==> config.mk <==
export PLATFORM = sky130hd
export DESIGN_NAME = gage_io_and_air_shutoff
export DESIGN_NICKNAME = d
export VERILOG_FILES = /design/src/verilog/gage_io_pkg.sv /design/src/verilog/ctrl_input_sync.sv /design/src/verilog/gage_io_and_air_shutoff.sv
export SDC_FILE = /design/constraint.sdc
export NUM_CORES = 1
export LEC_CHECK = 0
export BUFFER_PORTS_ARGS = -buffer_cell sky130_fd_sc_hd__buf_4
export CAP_MARGIN = 30
export CORE_ASPECT_RATIO = 1.2
export CORE_MARGIN = 2
export CORE_UTILIZATION = 27
export CTS_CLUSTER_SIZE = 12
export DETAILED_ROUTE_END_ITERATION = 8
export GPL_ROUTABILITY_DRIVEN = 0
export HOLD_SLACK_MARGIN = 0.02
export MAX_ROUTING_LAYER = met4
export SYNTH_ARGS = -nofsm -noshare
export SYNTH_HDL_FRONTEND = slang
export SYNTH_SLANG_ARGS = --single-unit
==> constraint.sdc <==
create_clock -name REF_CLK_I -period 2.1 [get_ports REF_CLK_I]
set_clock_uncertainty 0.05 [all_clocks]
set_input_delay 0.63 -clock REF_CLK_I [delete_from_list [all_inputs] [get_ports REF_CLK_I]]
set_output_delay 0.63 -clock REF_CLK_I [all_outputs]
set_load 0.05 [all_outputs]
==> src/verilog/gage_io_pkg.sv <==
// Constants and types shared by the gage I/O and air shutoff logic.
// Assumes a single 10 MHz reference clock and an active-low asynchronous reset.
package gage_io_pkg;

   localparam int CLK_PERIOD_NS = 100;
   localparam int SECOND_NS = 1_000_000_000;
   // Cycles in one second, rounded down
   localparam int SECOND_CYCLES = SECOND_NS / CLK_PERIOD_NS;
   localparam int TICK_WIDTH = 24;

   // Idle delay selection codes
   localparam logic [1:0] DELAY_SEL_DISABLED = 2'h0;
   localparam logic [1:0] DELAY_SEL_SHORT = 2'h1;
   localparam logic [1:0] DELAY_SEL_MID = 2'h2;
   localparam logic [1:0] DELAY_SEL_LONG = 2'h3;

   // Idle delays and waiting indication length, in seconds
   localparam logic [3:0] DELAY_SHORT_S = 4'h5;
   localparam logic [3:0] DELAY_MID_S = 4'hA;
   localparam logic [3:0] DELAY_LONG_S = 4'hF;
   localparam logic [3:0] WAIT_SHOW_S = 4'h3;

   // Deviation in light bars that means the tooling sits in a part
   localparam logic [3:0] RESTORE_BARS = 4'h2;

   // Bit positions of the synchronised control inputs
   localparam int IN_PRESENT = 0;
   localparam int IN_FOOTSWITCH = 1;
   localparam int IN_RESET = 2;
   localparam int IN_CLASS_REQ = 3;
   localparam int IN_COUNT = 4;

   localparam int RELAY_COUNT = 5;
   localparam int SHARED_COUNT = 3;

   typedef enum logic [1:0] {
      S_IDLE,
      S_ARMED,
      S_WAIT,
      S_OFF
   } air_state_t;

endpackage
==> src/verilog/ctrl_input_sync.sv <==
// Two-stage synchroniser with rising-edge detect for isolated control lines.
// Assumes the lines are asynchronous levels, high while activated.
module ctrl_input_sync
   import gage_io_pkg::*;
#(
   parameter int WIDTH = IN_COUNT
) (
   input wire logic clk_i,
   input wire logic nrst_i,
   input wire logic [WIDTH-1:0] line_i,
   output logic [WIDTH-1:0] level_o,
   output logic [WIDTH-1:0] rise_o
);

   typedef struct packed {
      logic [WIDTH-1:0] meta;
      logic [WIDTH-1:0] sync;
      logic [WIDTH-1:0] prev;
   } sync_state_t;

   sync_state_t r;
   sync_state_t next_r;

   always_comb begin
      next_r = r;
      next_r.meta = line_i;
      next_r.sync = r.meta;
      next_r.prev = r.sync;
   end

   always_ff @(posedge clk_i or negedge nrst_i) begin
      if (!nrst_i) begin
         r <= '0;
      end else begin
         r <= next_r;
      end
   end

   // Edge detect looks only at the second stage
   genvar i;
   generate
      for (i = 0; i < WIDTH; i++) begin : g_bit
         assign level_o[i] = r.sync[i];
         assign rise_o[i] = r.sync[i] & ~r.prev[i];
      end
   endgenerate

endmodule

==> src/verilog/gage_io_and_air_shutoff.sv <==
// Isolated I/O control and automatic air shutoff sequencer of the gage.
// Assumes mode, delay select, deviation and results come from logic on REF_CLK_I;
// the four control lines arrive from isolated pins and are synchronised here.

// Overview of operation
// - Air shutoff acts only in run mode
// - Calibration mode keeps shutoff disabled
// - Delay 5, 10, 15 s or disabled
// - Tool out, delay expires, assert air-off
// - Flash waiting, then steady air-off indication
// - Two-bar deviation releases air-off at once
// - Dedicated air-off output drives the valve
// - Sense whether shutoff assembly is connected
// - Footswitch sends measurement data out serially
// - External reset clears runout and peak
// - Class request selects status or class bits
// - Five outputs: shared 0..2, class 3..4
module gage_io_and_air_shutoff
   import gage_io_pkg::*;
#(
   parameter int TICK_CYCLES = SECOND_CYCLES
) (
   input wire logic REF_CLK_I,
   input wire logic NRST_I,
   input wire logic RUN_MODE_I,
   input wire logic CAL_MODE_I,
   input wire logic [1:0] DELAY_SEL_I,
   input wire logic [3:0] DEVIATION_BARS_I,
   input wire logic OVER_I,
   input wire logic GOOD_I,
   input wire logic UNDER_I,
   input wire logic [RELAY_COUNT-1:0] CLASS_I,
   input wire logic SHUTOFF_PRESENT_I,
   input wire logic FOOTSWITCH_I,
   input wire logic RUNOUT_RESET_I,
   input wire logic CLASS_REQ_I,
   output logic AIR_OFF_O,
   output logic WAIT_FLASH_O,
   output logic AIR_OFF_SHOWN_O,
   output logic SHUTOFF_PRESENT_O,
   output logic SEND_DATA_O,
   output logic CLEAR_DETECT_O,
   output logic [RELAY_COUNT-1:0] RELAY_O
);

   typedef struct packed {
      air_state_t st;
      logic [TICK_WIDTH-1:0] tick_cnt;
      logic [3:0] sec_cnt;
      logic air_off;
      logic wait_flash;
      logic air_off_shown;
      logic present;
      logic send_data;
      logic clear_detect;
      logic [RELAY_COUNT-1:0] relay;
   } ctrl_state_t;

   localparam logic [TICK_WIDTH-1:0] TICK_LAST = TICK_WIDTH'(TICK_CYCLES - 1);

   ctrl_state_t r;
   ctrl_state_t next_r;
   logic [IN_COUNT-1:0] in_level;
   logic [IN_COUNT-1:0] in_rise;
   logic enable;
   logic in_part;
   logic tick;
   logic cut_now;
   logic [3:0] delay_s;

   ctrl_input_sync #(
      .WIDTH(IN_COUNT)
   ) u_sync (
      .clk_i(REF_CLK_I),
      .nrst_i(NRST_I),
      .line_i({CLASS_REQ_I, RUNOUT_RESET_I, FOOTSWITCH_I, SHUTOFF_PRESENT_I}),
      .level_o(in_level),
      .rise_o(in_rise)
   );

   always_comb begin
      case (DELAY_SEL_I)
         DELAY_SEL_SHORT: delay_s = DELAY_SHORT_S;
         DELAY_SEL_MID: delay_s = DELAY_MID_S;
         DELAY_SEL_LONG: delay_s = DELAY_LONG_S;
         default: delay_s = DELAY_SHORT_S;
      endcase
   end

   // Missing assembly or a non-run mode must never leave the valve closed
   assign enable = RUN_MODE_I && !CAL_MODE_I && (DELAY_SEL_I != DELAY_SEL_DISABLED)
      && in_level[IN_PRESENT];
   assign in_part = DEVIATION_BARS_I >= RESTORE_BARS;
   assign tick = r.tick_cnt == TICK_LAST;
   assign cut_now = (r.st == S_ARMED) && !in_part && tick && (r.sec_cnt == delay_s - 4'h1);

   always_comb begin
      next_r = r;
      next_r.present = in_level[IN_PRESENT];
      next_r.send_data = in_rise[IN_FOOTSWITCH];
      next_r.clear_detect = in_rise[IN_RESET];
      if (in_level[IN_CLASS_REQ]) begin
         next_r.relay[SHARED_COUNT-1:0] = CLASS_I[SHARED_COUNT-1:0];
      end else begin
         next_r.relay[SHARED_COUNT-1:0] = {UNDER_I, GOOD_I, OVER_I};
      end
      next_r.relay[RELAY_COUNT-1:SHARED_COUNT] = CLASS_I[RELAY_COUNT-1:SHARED_COUNT];
      next_r.tick_cnt = tick ? '0 : r.tick_cnt + TICK_WIDTH'(1);
      case (r.st)
         S_IDLE: begin
            next_r.tick_cnt = '0;
            next_r.sec_cnt = '0;
            if (enable) begin
               next_r.st = S_ARMED;
            end
         end
         S_ARMED: begin
            // Timing restarts every time the tooling sits in a part
            if (in_part) begin
               next_r.tick_cnt = '0;
               next_r.sec_cnt = '0;
            end else if (cut_now) begin
               next_r.st = S_WAIT;
               next_r.air_off = 1'b1;
               next_r.wait_flash = 1'b1;
               next_r.sec_cnt = '0;
            end else if (tick) begin
               next_r.sec_cnt = r.sec_cnt + 4'h1;
            end
         end
         S_WAIT: begin
            if (tick) begin
               next_r.wait_flash = !r.wait_flash;
               next_r.sec_cnt = r.sec_cnt + 4'h1;
               if (r.sec_cnt == WAIT_SHOW_S - 4'h1) begin
                  next_r.st = S_OFF;
                  next_r.wait_flash = 1'b0;
                  next_r.air_off_shown = 1'b1;
                  next_r.sec_cnt = '0;
               end
            end
         end
         S_OFF: begin
            next_r.tick_cnt = '0;
         end
         default: begin
            next_r.st = S_IDLE;
         end
      endcase
      if ((r.st == S_WAIT || r.st == S_OFF) && in_part) begin
         next_r.st = S_ARMED;
         next_r.air_off = 1'b0;
         next_r.wait_flash = 1'b0;
         next_r.air_off_shown = 1'b0;
         next_r.tick_cnt = '0;
         next_r.sec_cnt = '0;
      end
      if (!enable) begin
         next_r.st = S_IDLE;
         next_r.air_off = 1'b0;
         next_r.wait_flash = 1'b0;
         next_r.air_off_shown = 1'b0;
         next_r.tick_cnt = '0;
         next_r.sec_cnt = '0;
      end
   end

   always_ff @(posedge REF_CLK_I or negedge NRST_I) begin
      if (!NRST_I) begin
         r <= '0;
         r.st <= S_IDLE;
      end else begin
         r <= next_r;
      end
   end

   assign AIR_OFF_O = r.air_off;
   assign WAIT_FLASH_O = r.wait_flash;
   assign AIR_OFF_SHOWN_O = r.air_off_shown;
   assign SHUTOFF_PRESENT_O = r.present;
   assign SEND_DATA_O = r.send_data;
   assign CLEAR_DETECT_O = r.clear_detect;
   assign RELAY_O = r.relay;
endmodule

; Word-level counts from Yosys, hierarchy flattened
; Cells that the tools add are included.
; Widths: inputs -> output; s select.
[word_totals]
elab_cells = 86
regBits = 52
[classes]
n_mux = 25
n_addsub = 3
n_eq_ne = 21
order_cmp = 1
bitwise = 4
reduce_logical = 19
[op_table]
columns = operator, count
row1 = $mux 33, 2
row2 = $mux 24, 2
row3 = $pmux 24 s2, 1
row4 = $add 24x1->24 const B, 1
row5 = $eq 24x24->1 const B, 1
row6 = $mux 4, 5
row7 = $mux 2, 8
row8 = $ne 4x3->1 const B, 4
row9 = $ne 3x1->1 const B, 5
row10 = $pmux 4 s3, 1
row11 = $reduce_and 3->1, 3
row12 = $eq 2x2->1 const B, 4
row13 = $pmux 4 s2, 1
row14 = $logic_and 1x1->1, 7
row15 = $ne 6x5->1 const B, 1
row16 = $pmux 2 s3, 1
row17 = $ne 5x1->1 const B, 1
row18 = $reduce_and 5->1, 1
row19 = $add 4x1->4 const B, 1
row20 = $eq 4x2->1 const B, 1
row21 = $eq 4x4->1, 1
row22 = $ge 4x2->1 const B, 1
row23 = $ne 4x1->1 const B, 1
row24 = $reduce_and 4->1, 1
row25 = 13 further kinds, 18

; Logic depth before layout (Yosys ltp)
; Gate-level depths: netlist of the first run.
[logic_depth]
ltp_word = 10
mapped_depth = 8
mapped_depth_nobuf = 8

; By module
; Synthesis of the first run repeated with hierarchy kept, for this count alone.
[unflattened]
hier_cells = 243
area_unflattened_um2 = 2570.0
[by_module_without_submodules]
columns = module, area_each_um2, cells_each, n_inst
row1 = gage_io_and_air_shutoff, 2184.6, 223, 1
row2 = ctrl_input_sync, 385.4, 20, 1

; Worst setup path before layout of the first run
; No wires, ideal clock.
[synth_timing]
path_kind = in2reg
from = in DEVIATION_BARS_I[2]
to = reg r[13] (netlist bit)
required_ns = 1.924
path_stages = 6
path_slack_ns = -0.109
n_path_buf = 0
arrival_time_ns = 2.033
path_cell_list = or3_4 a211oi_4 nand2b_2 a21oi_4 and4bb_1 a221o_1
[synth_between]
elab_chain_cells = 10
elab_cells_between_ends = 15
cone_classes = order compare (1) / eq/ne (3) / mux (5) / reduce/logical (6)
[synth_rtl]
columns = item, line
row1 = from (decl), gage_io_and_air_shutoff.sv:28  ; input wire logic [3:0] DEVIATION_BARS_I,
row2 = $ge 4x2->1 *, gage_io_and_air_shutoff.sv:93  ; assign in_part = DEVIATION_BARS_I >= RESTORE_BARS;
row3 = $logic_not 1->1, gage_io_and_air_shutoff.sv:95  ; assign cut_now = (r.st == S_ARMED) && !in_part && tick && (r.sec_cnt == delay_s - 4'h1);
row4 = $logic_and 1x1->1 (3 in a row), gage_io_and_air_shutoff.sv:95
row5 = $mux 4, gage_io_and_air_shutoff.sv:122  ; end else if (cut_now) begin
row6 = $mux 4, gage_io_and_air_shutoff.sv:119  ; if (in_part) begin
row7 = $pmux 4 s3, gage_io_and_air_shutoff.sv:109  ; case (r.st)
row8 = $mux 33, gage_io_and_air_shutoff.sv:150  ; if ((r.st == S_WAIT || r.st == S_OFF) && in_part) begin
row9 = $mux 33, gage_io_and_air_shutoff.sv:158  ; if (!enable) begin
row10 = to (signal assigned), gage_io_and_air_shutoff.sv:173  ; r <= next_r;
row11 = to (decl), gage_io_and_air_shutoff.sv:61  ; ctrl_state_t r;
; Mark *: on every way between the ends. The rest lies on a longest branch, timed or not.
; A chain may end at the register's enable or synchronous reset.

; Worst setup path after layout of the first run
[layout_timing]
from = in DELAY_SEL_I[0]
to = reg r[13] (netlist bit)
[layout_between]
elab_chain_cells = 10
elab_cells_between_ends = 18
cone_classes = add/sub (1) / eq/ne (6) / mux (6) / reduce/logical (5)
[layout_rtl]
columns = item, line
row1 = from (decl), gage_io_and_air_shutoff.sv:27  ; input wire logic [1:0] DELAY_SEL_I,
row2 = $eq 2x2->1, gage_io_and_air_shutoff.sv:82  ; case (DELAY_SEL_I)
row3 = $pmux 4 s2, gage_io_and_air_shutoff.sv:82
row4 = $sub 4x1->4, gage_io_and_air_shutoff.sv:95
row5 = $eq 4x4->1, gage_io_and_air_shutoff.sv:95
row6 = $logic_and 1x1->1, gage_io_and_air_shutoff.sv:95
row7 = $mux 4, gage_io_and_air_shutoff.sv:122
row8 = $mux 4, gage_io_and_air_shutoff.sv:119
row9 = $pmux 4 s3, gage_io_and_air_shutoff.sv:109
row10 = $mux 33, gage_io_and_air_shutoff.sv:150
row11 = $mux 33, gage_io_and_air_shutoff.sv:158
; Parallel ways exist; a longest one is shown, timed or not.

==> impl_metrics.yaml, run 1 <==
run_status:
  status: "complete, no violations"
global_routing:
  grt_util_all_layers: 0.1129
  grt_max_degree: 52
  grt_pass1_vias: 1899
  grt_pass1_wl_mm: 8.535
  grt_overflow: 0
  antenna_found_initial: 0
logic_synthesis:
  synth_edf_count: 0
  seq_area_frac_synth: 0.5277
  ys_top_cells_by_area: "dfrtp_1, nor2_1, xor2_1"
  syn-mean-instance-area_um2: 10.89
  yosysTopAreaCellShare: 0.5277
  ys_ff_latch: 51
  netlist_top_cells_count: "dfrtp_1, nor2_1, xor2_1, nand2_1, nand3_1"
  synth_cell_types: 50
  ys_warn_count: 0
  yosysMostFrequentCell: "dfrtp_1"
  syn_inst: 222
  synth_ff_type: "dfrtp_1"
  async_flop_share: 1.000
  yosysTopAreaCell: "dfrtp_1"
  syn-cell-area_um2: 2419
  synth.net_count: 252
clock_tree:
  cts.path.max_buffers: 2
  cts.sinks: 51
  cts_tree: "built"
  insertion_delay_ns: 0.31
  clk_pin_slew_ns: 0.10
  htreeDepth: 2
  cts_buffers: 5
  clockRootBuffer: "clkbuf_8"
timing:
  rsz0062_at_grt: "false"
  max_freq_mhz: 486.1
  worst_pin_slew_ns: 0.6491
  slew_violations: 0
  finalCritPeriodShare: 0.9796
  setup_viol: 0
  max_slew_margin: 0.5673
  whs_ns: 0.2898
  fin_crit_ns: 2.057
  finalSetupTns_ns: 0
  hold_violations: 0
detailed_routing:
  drt_iter0_markers: 94
  routed_wl_mm: 4.876
  post_drt_wl_per_cell_um: 11.98
  vias: 1828
  post-route-drc-count: 0
  first_pass_iters: 4
  via_per_inst: 4.491
  ant_nets: 0
pwr:
  leakagePower_uw: 0.001383
  peakVddDrop_v: 0.0002437
  pwr_density_cell_nw_per_um2: 546.5
job:
  max_cap_violations: 0
critical_path:
  worstPathArrival_ns: 2.22
  end_kind: "flip-flop"
  crit_required_ns: 2.26
  path_max_fanout: 3
  crit_type: "primary input to flip-flop"
  startpoint_type: "primary input"
cells_and_area:
  diodes: 0
  num-nets-final: 319
  drive_gt1_frac: 0.3483
  utilization: 0.3693
  areaGrowthSynthToFinish_pct: 32.18
  fill_cells: 881
floorplanning:
  die-area_um2: 9734
  die_height_um: 107.7
  row_count: 37
  start_util: 0.2794
  fp.dieW_um: 90.40
  core_um2: 8657
  io_pins: 33
min_path:
  min_path_type: "primary input to asynchronous set/reset pin"
place:
  portBuffers: 31
  dpl.hpwl_mm: 3.450
-- worst max-delay path: stages --
cell and delay (ns):
buf_4 0.11, or4b_4 0.53, a21oi_2 0.23, or3b_4 0.17, a31oi_4 0.08, and4bb_1 0.20, a221o_1 0.25
-- state kept, by name, indices dropped and copies added, names as in the netlist --
| name | count |
|---|---|
| r | 30 |
| RELAY_O | 5 |
| u_sync.level_o | 4 |
| u_sync.next_r | 4 |
| u_sync.r | 3 |
| AIR_OFF_O | 1 |
| AIR_OFF_SHOWN_O | 1 |
| CLEAR_DETECT_O | 1 |
| SEND_DATA_O | 1 |
| WAIT_FLASH_O | 1 |
-- per-layer routing --
| layer | global-route usage | vias up | part of all wire |
|---|---|---|---|
| met5 | - | - | 0 |
| met4 | 0.04286 | 0 | 0.018 |
| met3 | 0.02661 | 7 | 0.032 |
| met2 | 0.1992 | 25 | 0.52 |
| met1 | 0.1244 | 903 | 0.43 |
| li1 | - | 893 | - |
-- timing repair --
action                                  CTS  global route
endpoints found under the setup margin    3            31
hold buffers                              0             0
buffers inserted                          1             4
gates resized for setup                   3            13
pin swaps                                 1             4
-- area by class of cell --
class / count / area, um2 / area share
tap: 117 / 146.4 / 0.04579
clock buffer: 5 / 68.82 / 0.02153
sequential: 51 / 1280 / 0.4004
clock inverter: 3 / 23.77 / 0.007436
timing repair buffer: 67 / 515.5 / 0.1613
multi-input combinational: 158 / 1140 / 0.3566
inverter: 6 / 22.52 / 0.007045
-- cell usage in the layout, fill, tap and decap left out, drive strengths merged, types with 5 or more instances in the layout --
cell    synthesis  final
nor2           35     35
clkbuf          0      5
nand4           6      6
and3            6      6
a21oi           5      5
xnor2           9      9
dfrtp          51     51
and2            5      5
o21ai           6      6
xor2           13     13
nand2          11     11
inv             6      7
nor3            5      5
nand3          10     10
ha              8      8
buf             7     67
-- metrics by stage --
step	instances	instance area [um2]	total power [uW]	setup slack, ns
2_1_floorplan	222	2427	1102	-0.07955
3_3_place_gp	394	3004	1175	-0.2491
4_1_cts	403	3117	1778	0.0009175
6_report	407	3197	1747	0.04290
3_5_place_dp	394	3004	1178	-0.2968
5_1_grt	407	3197	1830	0.005120
-- cell families (layout without fill, tap and decap cells) --
family | Yosys count | after routing | synth area share
simple gates | 100 | 100 | 0.2199
flops | 51 | 51 | 0.5277
fa+ha+maj | 8 | 8 | 0.04139
buf+inv | 13 | 81 | 0.02897
xor+xnor | 22 | 22 | 0.07967
compound gates | 24 | 24 | 0.08433
mux | 4 | 4 | 0.01811
-- final timing paths --
kind,start,end,slack (ns),cells after the start
hold / removal,NRST_I,r[33],0.29,1
hold reg to reg,u_sync.next_r[6],u_sync.level_o[2],0.31,0
min in group REF_CLK_I,u_sync.next_r[6],u_sync.level_o[2],0.31,0
setup reg to reg,r[11],r[13],0.09,6
setup / recovery,DELAY_SEL_I[0],r[13],0.04,7
max in group asynchronous,NRST_I,r[39],1.25,1
-- power by group --
group / switching [uW] / internal (uW)
registers: 7.18 / 1000
logic: 85.9 / 62.9
clock network: 349 / 241
total: 442 / 1310
Power figures use the tool's default switching activity.
==> run 2, diff against run 1 <==
--- a/config.mk
+++ b/config.mk
@@ -15,6 +15,7 @@
 export GPL_ROUTABILITY_DRIVEN = 0
 export HOLD_SLACK_MARGIN = 0.02
 export MAX_ROUTING_LAYER = met4
+export REMOVE_ABC_BUFFERS = 1
 export SYNTH_ARGS = -nofsm -noshare
 export SYNTH_HDL_FRONTEND = slang
 export SYNTH_SLANG_ARGS = --single-unit
==> run 2 against run 1 <==
Worst setup slack lost 0.017 ns. Flip-flop and latch count is the same. Worst hold slack lost 0.0063 ns. Register-to-register slack is essentially flat. Wire length shrank 0.70%. Largest power group unchanged. Non-clock buffer count shrank 1. Global-route usage is essentially flat. Core utilization shrank 0.12 points. Critical path depth is the same. Fmax shrank 0.81%. Cell count shrank 0.25%. Combinational power is essentially flat.
==> impl_metrics.yaml, run 2 (same netlist as run 1, synthesis figures left out) <==
timing:
  fin_crit_ns: 2.074
  max_slew_margin: 0.5706
  slew_violations: 0
  rsz0062_at_grt: "true"
  max_freq_mhz: 482.2
  worst_pin_slew_ns: 0.6441
  finalCritPeriodShare: 0.9876
  hold_violations: 0
  setup_viol: 0
  setup_ws_ns: 0.02604
critical_path:
  path_delay_family: "simple AND/OR/NAND/NOR gates"
  path_max_fanout: 4
  crit_slowest_cell: "or4b_1"
  worst-path-buf-inv: 1
  slowest_delay_ns: 0.54
  worstPathArrival_ns: 2.23
  end_kind: "flip-flop"
  startpoint_type: "primary input"
  crit_type: "primary input to flip-flop"
  worstPathCellList: "buf_4 -> or4b_1 -> a21oi_2 -> or3b_1 -> a31oi_4 -> and4bb_1 -> a221o_1"
  crit_required_ns: 2.25
job:
  max_cap_violations: 0
pwr:
  p_int_uw: 1310
  comb_power_share: 0.084
  p_sw_frac: 0.2550
  clockPowerShare: 0.343
  p_seq_frac: 0.573
  leakagePower_uw: 0.001369
  power_switching_uw: 448.6
  pwr_density_cell_nw_per_um2: 552.0
  peakVddDrop_v: 0.0002497
floorplanning:
  start_util: 0.2794
  fp.dieW_um: 90.40
  row_count: 37
  io_pins: 33
  core_um2: 8657
  die-area_um2: 9734
  die_height_um: 107.7
detailed_routing:
  routed_wl_mm: 4.842
  first_pass_iters: 4
  post_drt_wl_per_cell_um: 11.93
  ant_nets: 0
  post-route-drc-count: 0
  drt_iter0_markers: 85
  via_per_inst: 4.475
  vias: 1817
cells_and_area:
  diodes: 0
  stdcell_count: 406
  num-nets-final: 318
  final_common_cell: "buf_4"
  regArea_um2: 1277
  multi_input_area_um2: 1136
  largest_reg_flops: 30
  fin_area_um2: 3187
  top_register: "r"
  final_cell_mix: "buf_4, dfrtp_1, nor2_1"
  fill_cells: 876
  drive_gt1_frac: 0.3287
  areaGrowthSynthToFinish_pct: 31.76
clock_tree:
  cts_hold_buf: 0
  clk_pin_slew_ns: 0.10
  clockRootBuffer: "clkbuf_8"
  htreeDepth: 2
  cts.sinks: 51
  insertion_delay_ns: 0.31
  cts_buffers: 5
  cts_tree: "built"
  cts.path.max_buffers: 2
min_path:
  min_path_type: "primary input to asynchronous set/reset pin"
global_routing:
  antenna_found_initial: 0
  grt_util_all_layers: 0.1128
  grt_pass1_wl_mm: 8.742
  grt_pass1_vias: 1924
  grt_overflow: 0
  grt_max_degree: 52
place:
  placed_area_um2: 3010
  portBuffers: 31
  dpl.hpwl_mm: 3.568
  dp_slack_ns: -0.3065
  place_inst: 396
run_status:
  status: "complete, no violations"
-- run 2: cell types whose count changed in the layout (fill, tap and decap cells not counted), sizes merged --
cell,before,now
inv,7,8
buf,67,66
clkinv,1,0
-- run 2: through the flow --
stage	TNS, ns	hold WS (ns)	utilization	total power (uW)
finish	0	0.2835	0.3681	1759
global route	0	0.3029	0.3681	1849
CTS	0	0.3025	0.3605	1792
detailed placement	-2.239	0.2855	0.3477	1176
global placement	-2.107	0.2825	0.3477	1174
floorplan	-3.617	0.2812	-	1091
-- run 2: repair_timing --
action                                  4_1_cts  5_1_grt
endpoints found under the hold margin         0        0
pin swaps                                     1        3
endpoints found under the setup margin        4       31
resized for setup                             2       11
setup buffers                                 1        1
-- run 2: final timing paths --
kind                             startpoint                end  slack (ns)  cells past startpoint
min in group REF_CLK_I     u_sync.next_r[6]  u_sync.level_o[2]        0.31                      0
hold / removal                       NRST_I              r[11]        0.28                      1
max in group asynchronous            NRST_I              r[39]        1.24                      1
hold reg to reg            u_sync.next_r[6]  u_sync.level_o[2]        0.31                      0
setup reg to reg                      r[12]              r[13]        0.08                      6
setup / recovery             DELAY_SEL_I[0]              r[13]        0.03                      7
-- run 2: metal layers --
metal,global-route usage,wire [um],vias to the layer above
met1,0.1239,2078,892
met3,0.02241,112,9
met2,0.2025,2552,20
met5,-,0,-
li1,-,-,896
met4,0.04396,99,0
-- run 2: final cells by class --
cell class | count | area share
Tap cell | 117 | 0.04594
Timing Repair Buffer | 66 | 0.1594
Clock buffer | 5 | 0.02159
Clock inverter | 3 | 0.008638
Multi-Input combinational cell | 158 | 0.3565
Inverter | 6 | 0.007067
Sequential cell | 51 | 0.4009
-- run 2: power groups by stage --
stage	sequential [uW]	clock [uW]	combinational (uW)
6_report	1010	603	147
5_1_grt	1010	678	160
4_1_cts	1010	635	148
3_5_place_dp	1030	0	147
2_1_floorplan	1060	0	29.7
3_3_place_gp	1030	0	146
==> run 3, diff against run 2 <==
--- a/config.mk
+++ b/config.mk
@@ -5,6 +5,7 @@
 export SDC_FILE = /design/constraint.sdc
 export NUM_CORES = 1
 export LEC_CHECK = 0
+export ABC_AREA = 1
 export BUFFER_PORTS_ARGS = -buffer_cell sky130_fd_sc_hd__buf_4
 export CAP_MARGIN = 30
 export CORE_ASPECT_RATIO = 1.2
==> run 3 against run 2 <==
Critical path type is now flip-flop to flip-flop. Synthesized cell count up 45%. Non-clock buffer count is 33 lower. Sequential power about the same. Final area up 1.4%. Fmax is 12% higher. Total power up 12%. Register-to-register slack gained 0.17 ns. First-iteration DRC count fell by 15%. Flip-flop and latch count is the same. Largest cell class unchanged. Via count rose by 18%.
==> impl_metrics.yaml, run 3 <==
logic_synthesis:
  yosysTopAreaCell: "dfrtp_1"
  yosysTopAreaCellShare: 0.4670
  syn_inst: 323
  syn-mean-instance-area_um2: 8.460
  seq_area_frac_synth: 0.4670
  netlist_top_cells_count: "nand2_1, dfrtp_1, nor2_1, inv_1, nand3_1"
  yosysMostFrequentCell: "nand2_1"
  ys_top_cells_by_area: "dfrtp_1, nand2_1, nor2_1"
  syn-cell-area_um2: 2733
  synth_cell_types: 36
  ys_warn_count: 0
  ys_ff_latch: 51
  synth_edf_count: 0
  async_flop_share: 1.000
  synth_ff_type: "dfrtp_1"
detailed_routing:
  ant_nets: 0
  post-route-drc-count: 0
  routed_wl_mm: 5.268
  vias: 2136
  drt_iter0_markers: 72
  post_drt_wl_per_cell_um: 10.91
  via_per_inst: 4.422
  first_pass_iters: 4
timing:
  fin_crit_ns: 1.852
  whs_ns: 0.2994
  finalCritPeriodShare: 0.8819
  max_slew_margin: 0.5723
  finalSetupTns_ns: 0
  worst_pin_slew_ns: 0.6416
  max_freq_mhz: 539.9
  rsz0062_at_grt: "false"
  slew_violations: 0
  setup_viol: 0
  hold_violations: 0
global_routing:
  antenna_found_initial: 0
  grt_util_all_layers: 0.1125
  grt_pass1_vias: 2128
  grt_overflow: 0
  grt_pass1_wl_mm: 9.570
  grt_max_degree: 52
critical_path:
  r2r_slack_ns: 0.25
  path_max_fanout: 13
  startpoint_type: "flip-flop"
  worstPathArrival_ns: 2.02
  crit_required_ns: 2.26
  crit_type: "flip-flop to flip-flop"
  end_kind: "flip-flop"
cells_and_area:
  num-nets-final: 386
  diodes: 0
  final_cell_mix: "nand2_1, dfrtp_1, nor2_1"
  largest_reg_flops: 30
  areaGrowthSynthToFinish_pct: 18.22
  fill_cells: 1069
  top_register: "r"
  final_common_cell: "nand2_1"
  fin_area_um2: 3231
  drive_gt1_frac: 0.2381
floorplanning:
  start_util: 0.2758
  die-area_um2: 10940
  row_count: 40
  io_pins: 33
  fp.dieW_um: 95.84
  die_height_um: 114.2
  core_um2: 9910
clock_tree:
  cts.path.max_buffers: 2
  insertion_delay_ns: 0.29
  clk_pin_slew_ns: 0.07
  cts_tree: "built"
  htreeDepth: 2
  cts.sinks: 51
  postCtsSetupBuffers: 0
  post_cts_resized: 0
  clockRootBuffer: "clkbuf_16"
  cts_hold_buf: 0
  cts_buffers: 5
pwr:
  pwr_density_cell_nw_per_um2: 607.8
  leakagePower_uw: 0.001489
  peakVddDrop_v: 0.0003067
  total_power_uw: 1963
run_status:
  status: "complete, no violations"
place:
  placed_area_um2: 3082
  portBuffers: 31
  dpl.hpwl_mm: 3.932
job:
  max_cap_violations: 0
min_path:
  min_path_type: "flip-flop to flip-flop"
run 3: final cells by class:
class,instances,area [um2],share of cell area
Inverter,46,173.9,0.05383
Multi-Input combinational cell,219,1227,0.3799
Clock inverter,3,22.52,0.006971
Clock buffer,5,125.1,0.03873
Tap cell,126,157.7,0.04880
Timing Repair Buffer,33,247.7,0.07668
Sequential cell,51,1276,0.3950
run 3: worst paths after layout:
| kind | depth (start not counted) | startpoint | to |
|---|---|---|---|
| max | 9 | r[39] | r[33] |
| max reg2reg | 9 | r[39] | r[33] |
| min in group asynchronous | 1 | NRST_I | RELAY_O[4] |
| min reg2reg | 0 | u_sync.next_r[7] | u_sync.level_o[3] |
| max in group asynchronous | 1 | NRST_I | r[39] |
| min | 0 | u_sync.next_r[7] | u_sync.level_o[3] |
run 3: cell families (layout without fill, tap and decap cells):
| family | Yosys count | count (layout) | synth area share |
|---|---|---|---|
| adder cells (fa/ha/maj) | 8 | 8 | 0.03663 |
| multiplexers | 3 | 3 | 0.01236 |
| AND/OR/NAND/NOR | 176 | 176 | 0.3201 |
| AO/OA/AOI/OAI | 28 | 28 | 0.06731 |
| buffers and inverters | 53 | 87 | 0.08379 |
| flip-flops | 51 | 51 | 0.4670 |
| XOR/XNOR | 4 | 4 | 0.01282 |
run 3: power by group:
group / switching (uW) / internal, uW
combinational: 84.2 / 50.1
clock: 370 / 448
sequential: 8.70 / 1000
total: 463 / 1500
run 3: routing by layer:
| metal | wire length (um) | global-route usage |
|---|---|---|
| met1 | 2294 | 0.1365 |
| met2 | 2733 | 0.1860 |
| met3 | 140 | 0.02041 |
| met4 | 99 | 0.04095 |
| met5 | 0 | - |
run 3: critical path, stage by stage (launching register included):
cell	delay (ns)
dfrtp_1	0.42
inv_1	0.08
ha_1	0.28
o21ai_2	0.20
nand2_1	0.13
a21oi_2	0.13
nand2_2	0.07
clkinv_2	0.16
o21ai_0	0.12
a21oi_1	0.13
run 3: stage by stage:
step           worst slack (ns)  cells  utilization
5_1_grt                 0.02016    483       0.3260
2_1_floorplan            0.3489    316            -
3_5_place_dp            0.09383    475       0.3110
4_1_cts                  0.1713    483       0.3259
3_3_place_gp             0.1339    475       0.3110
6_report                 0.2479    483       0.3260
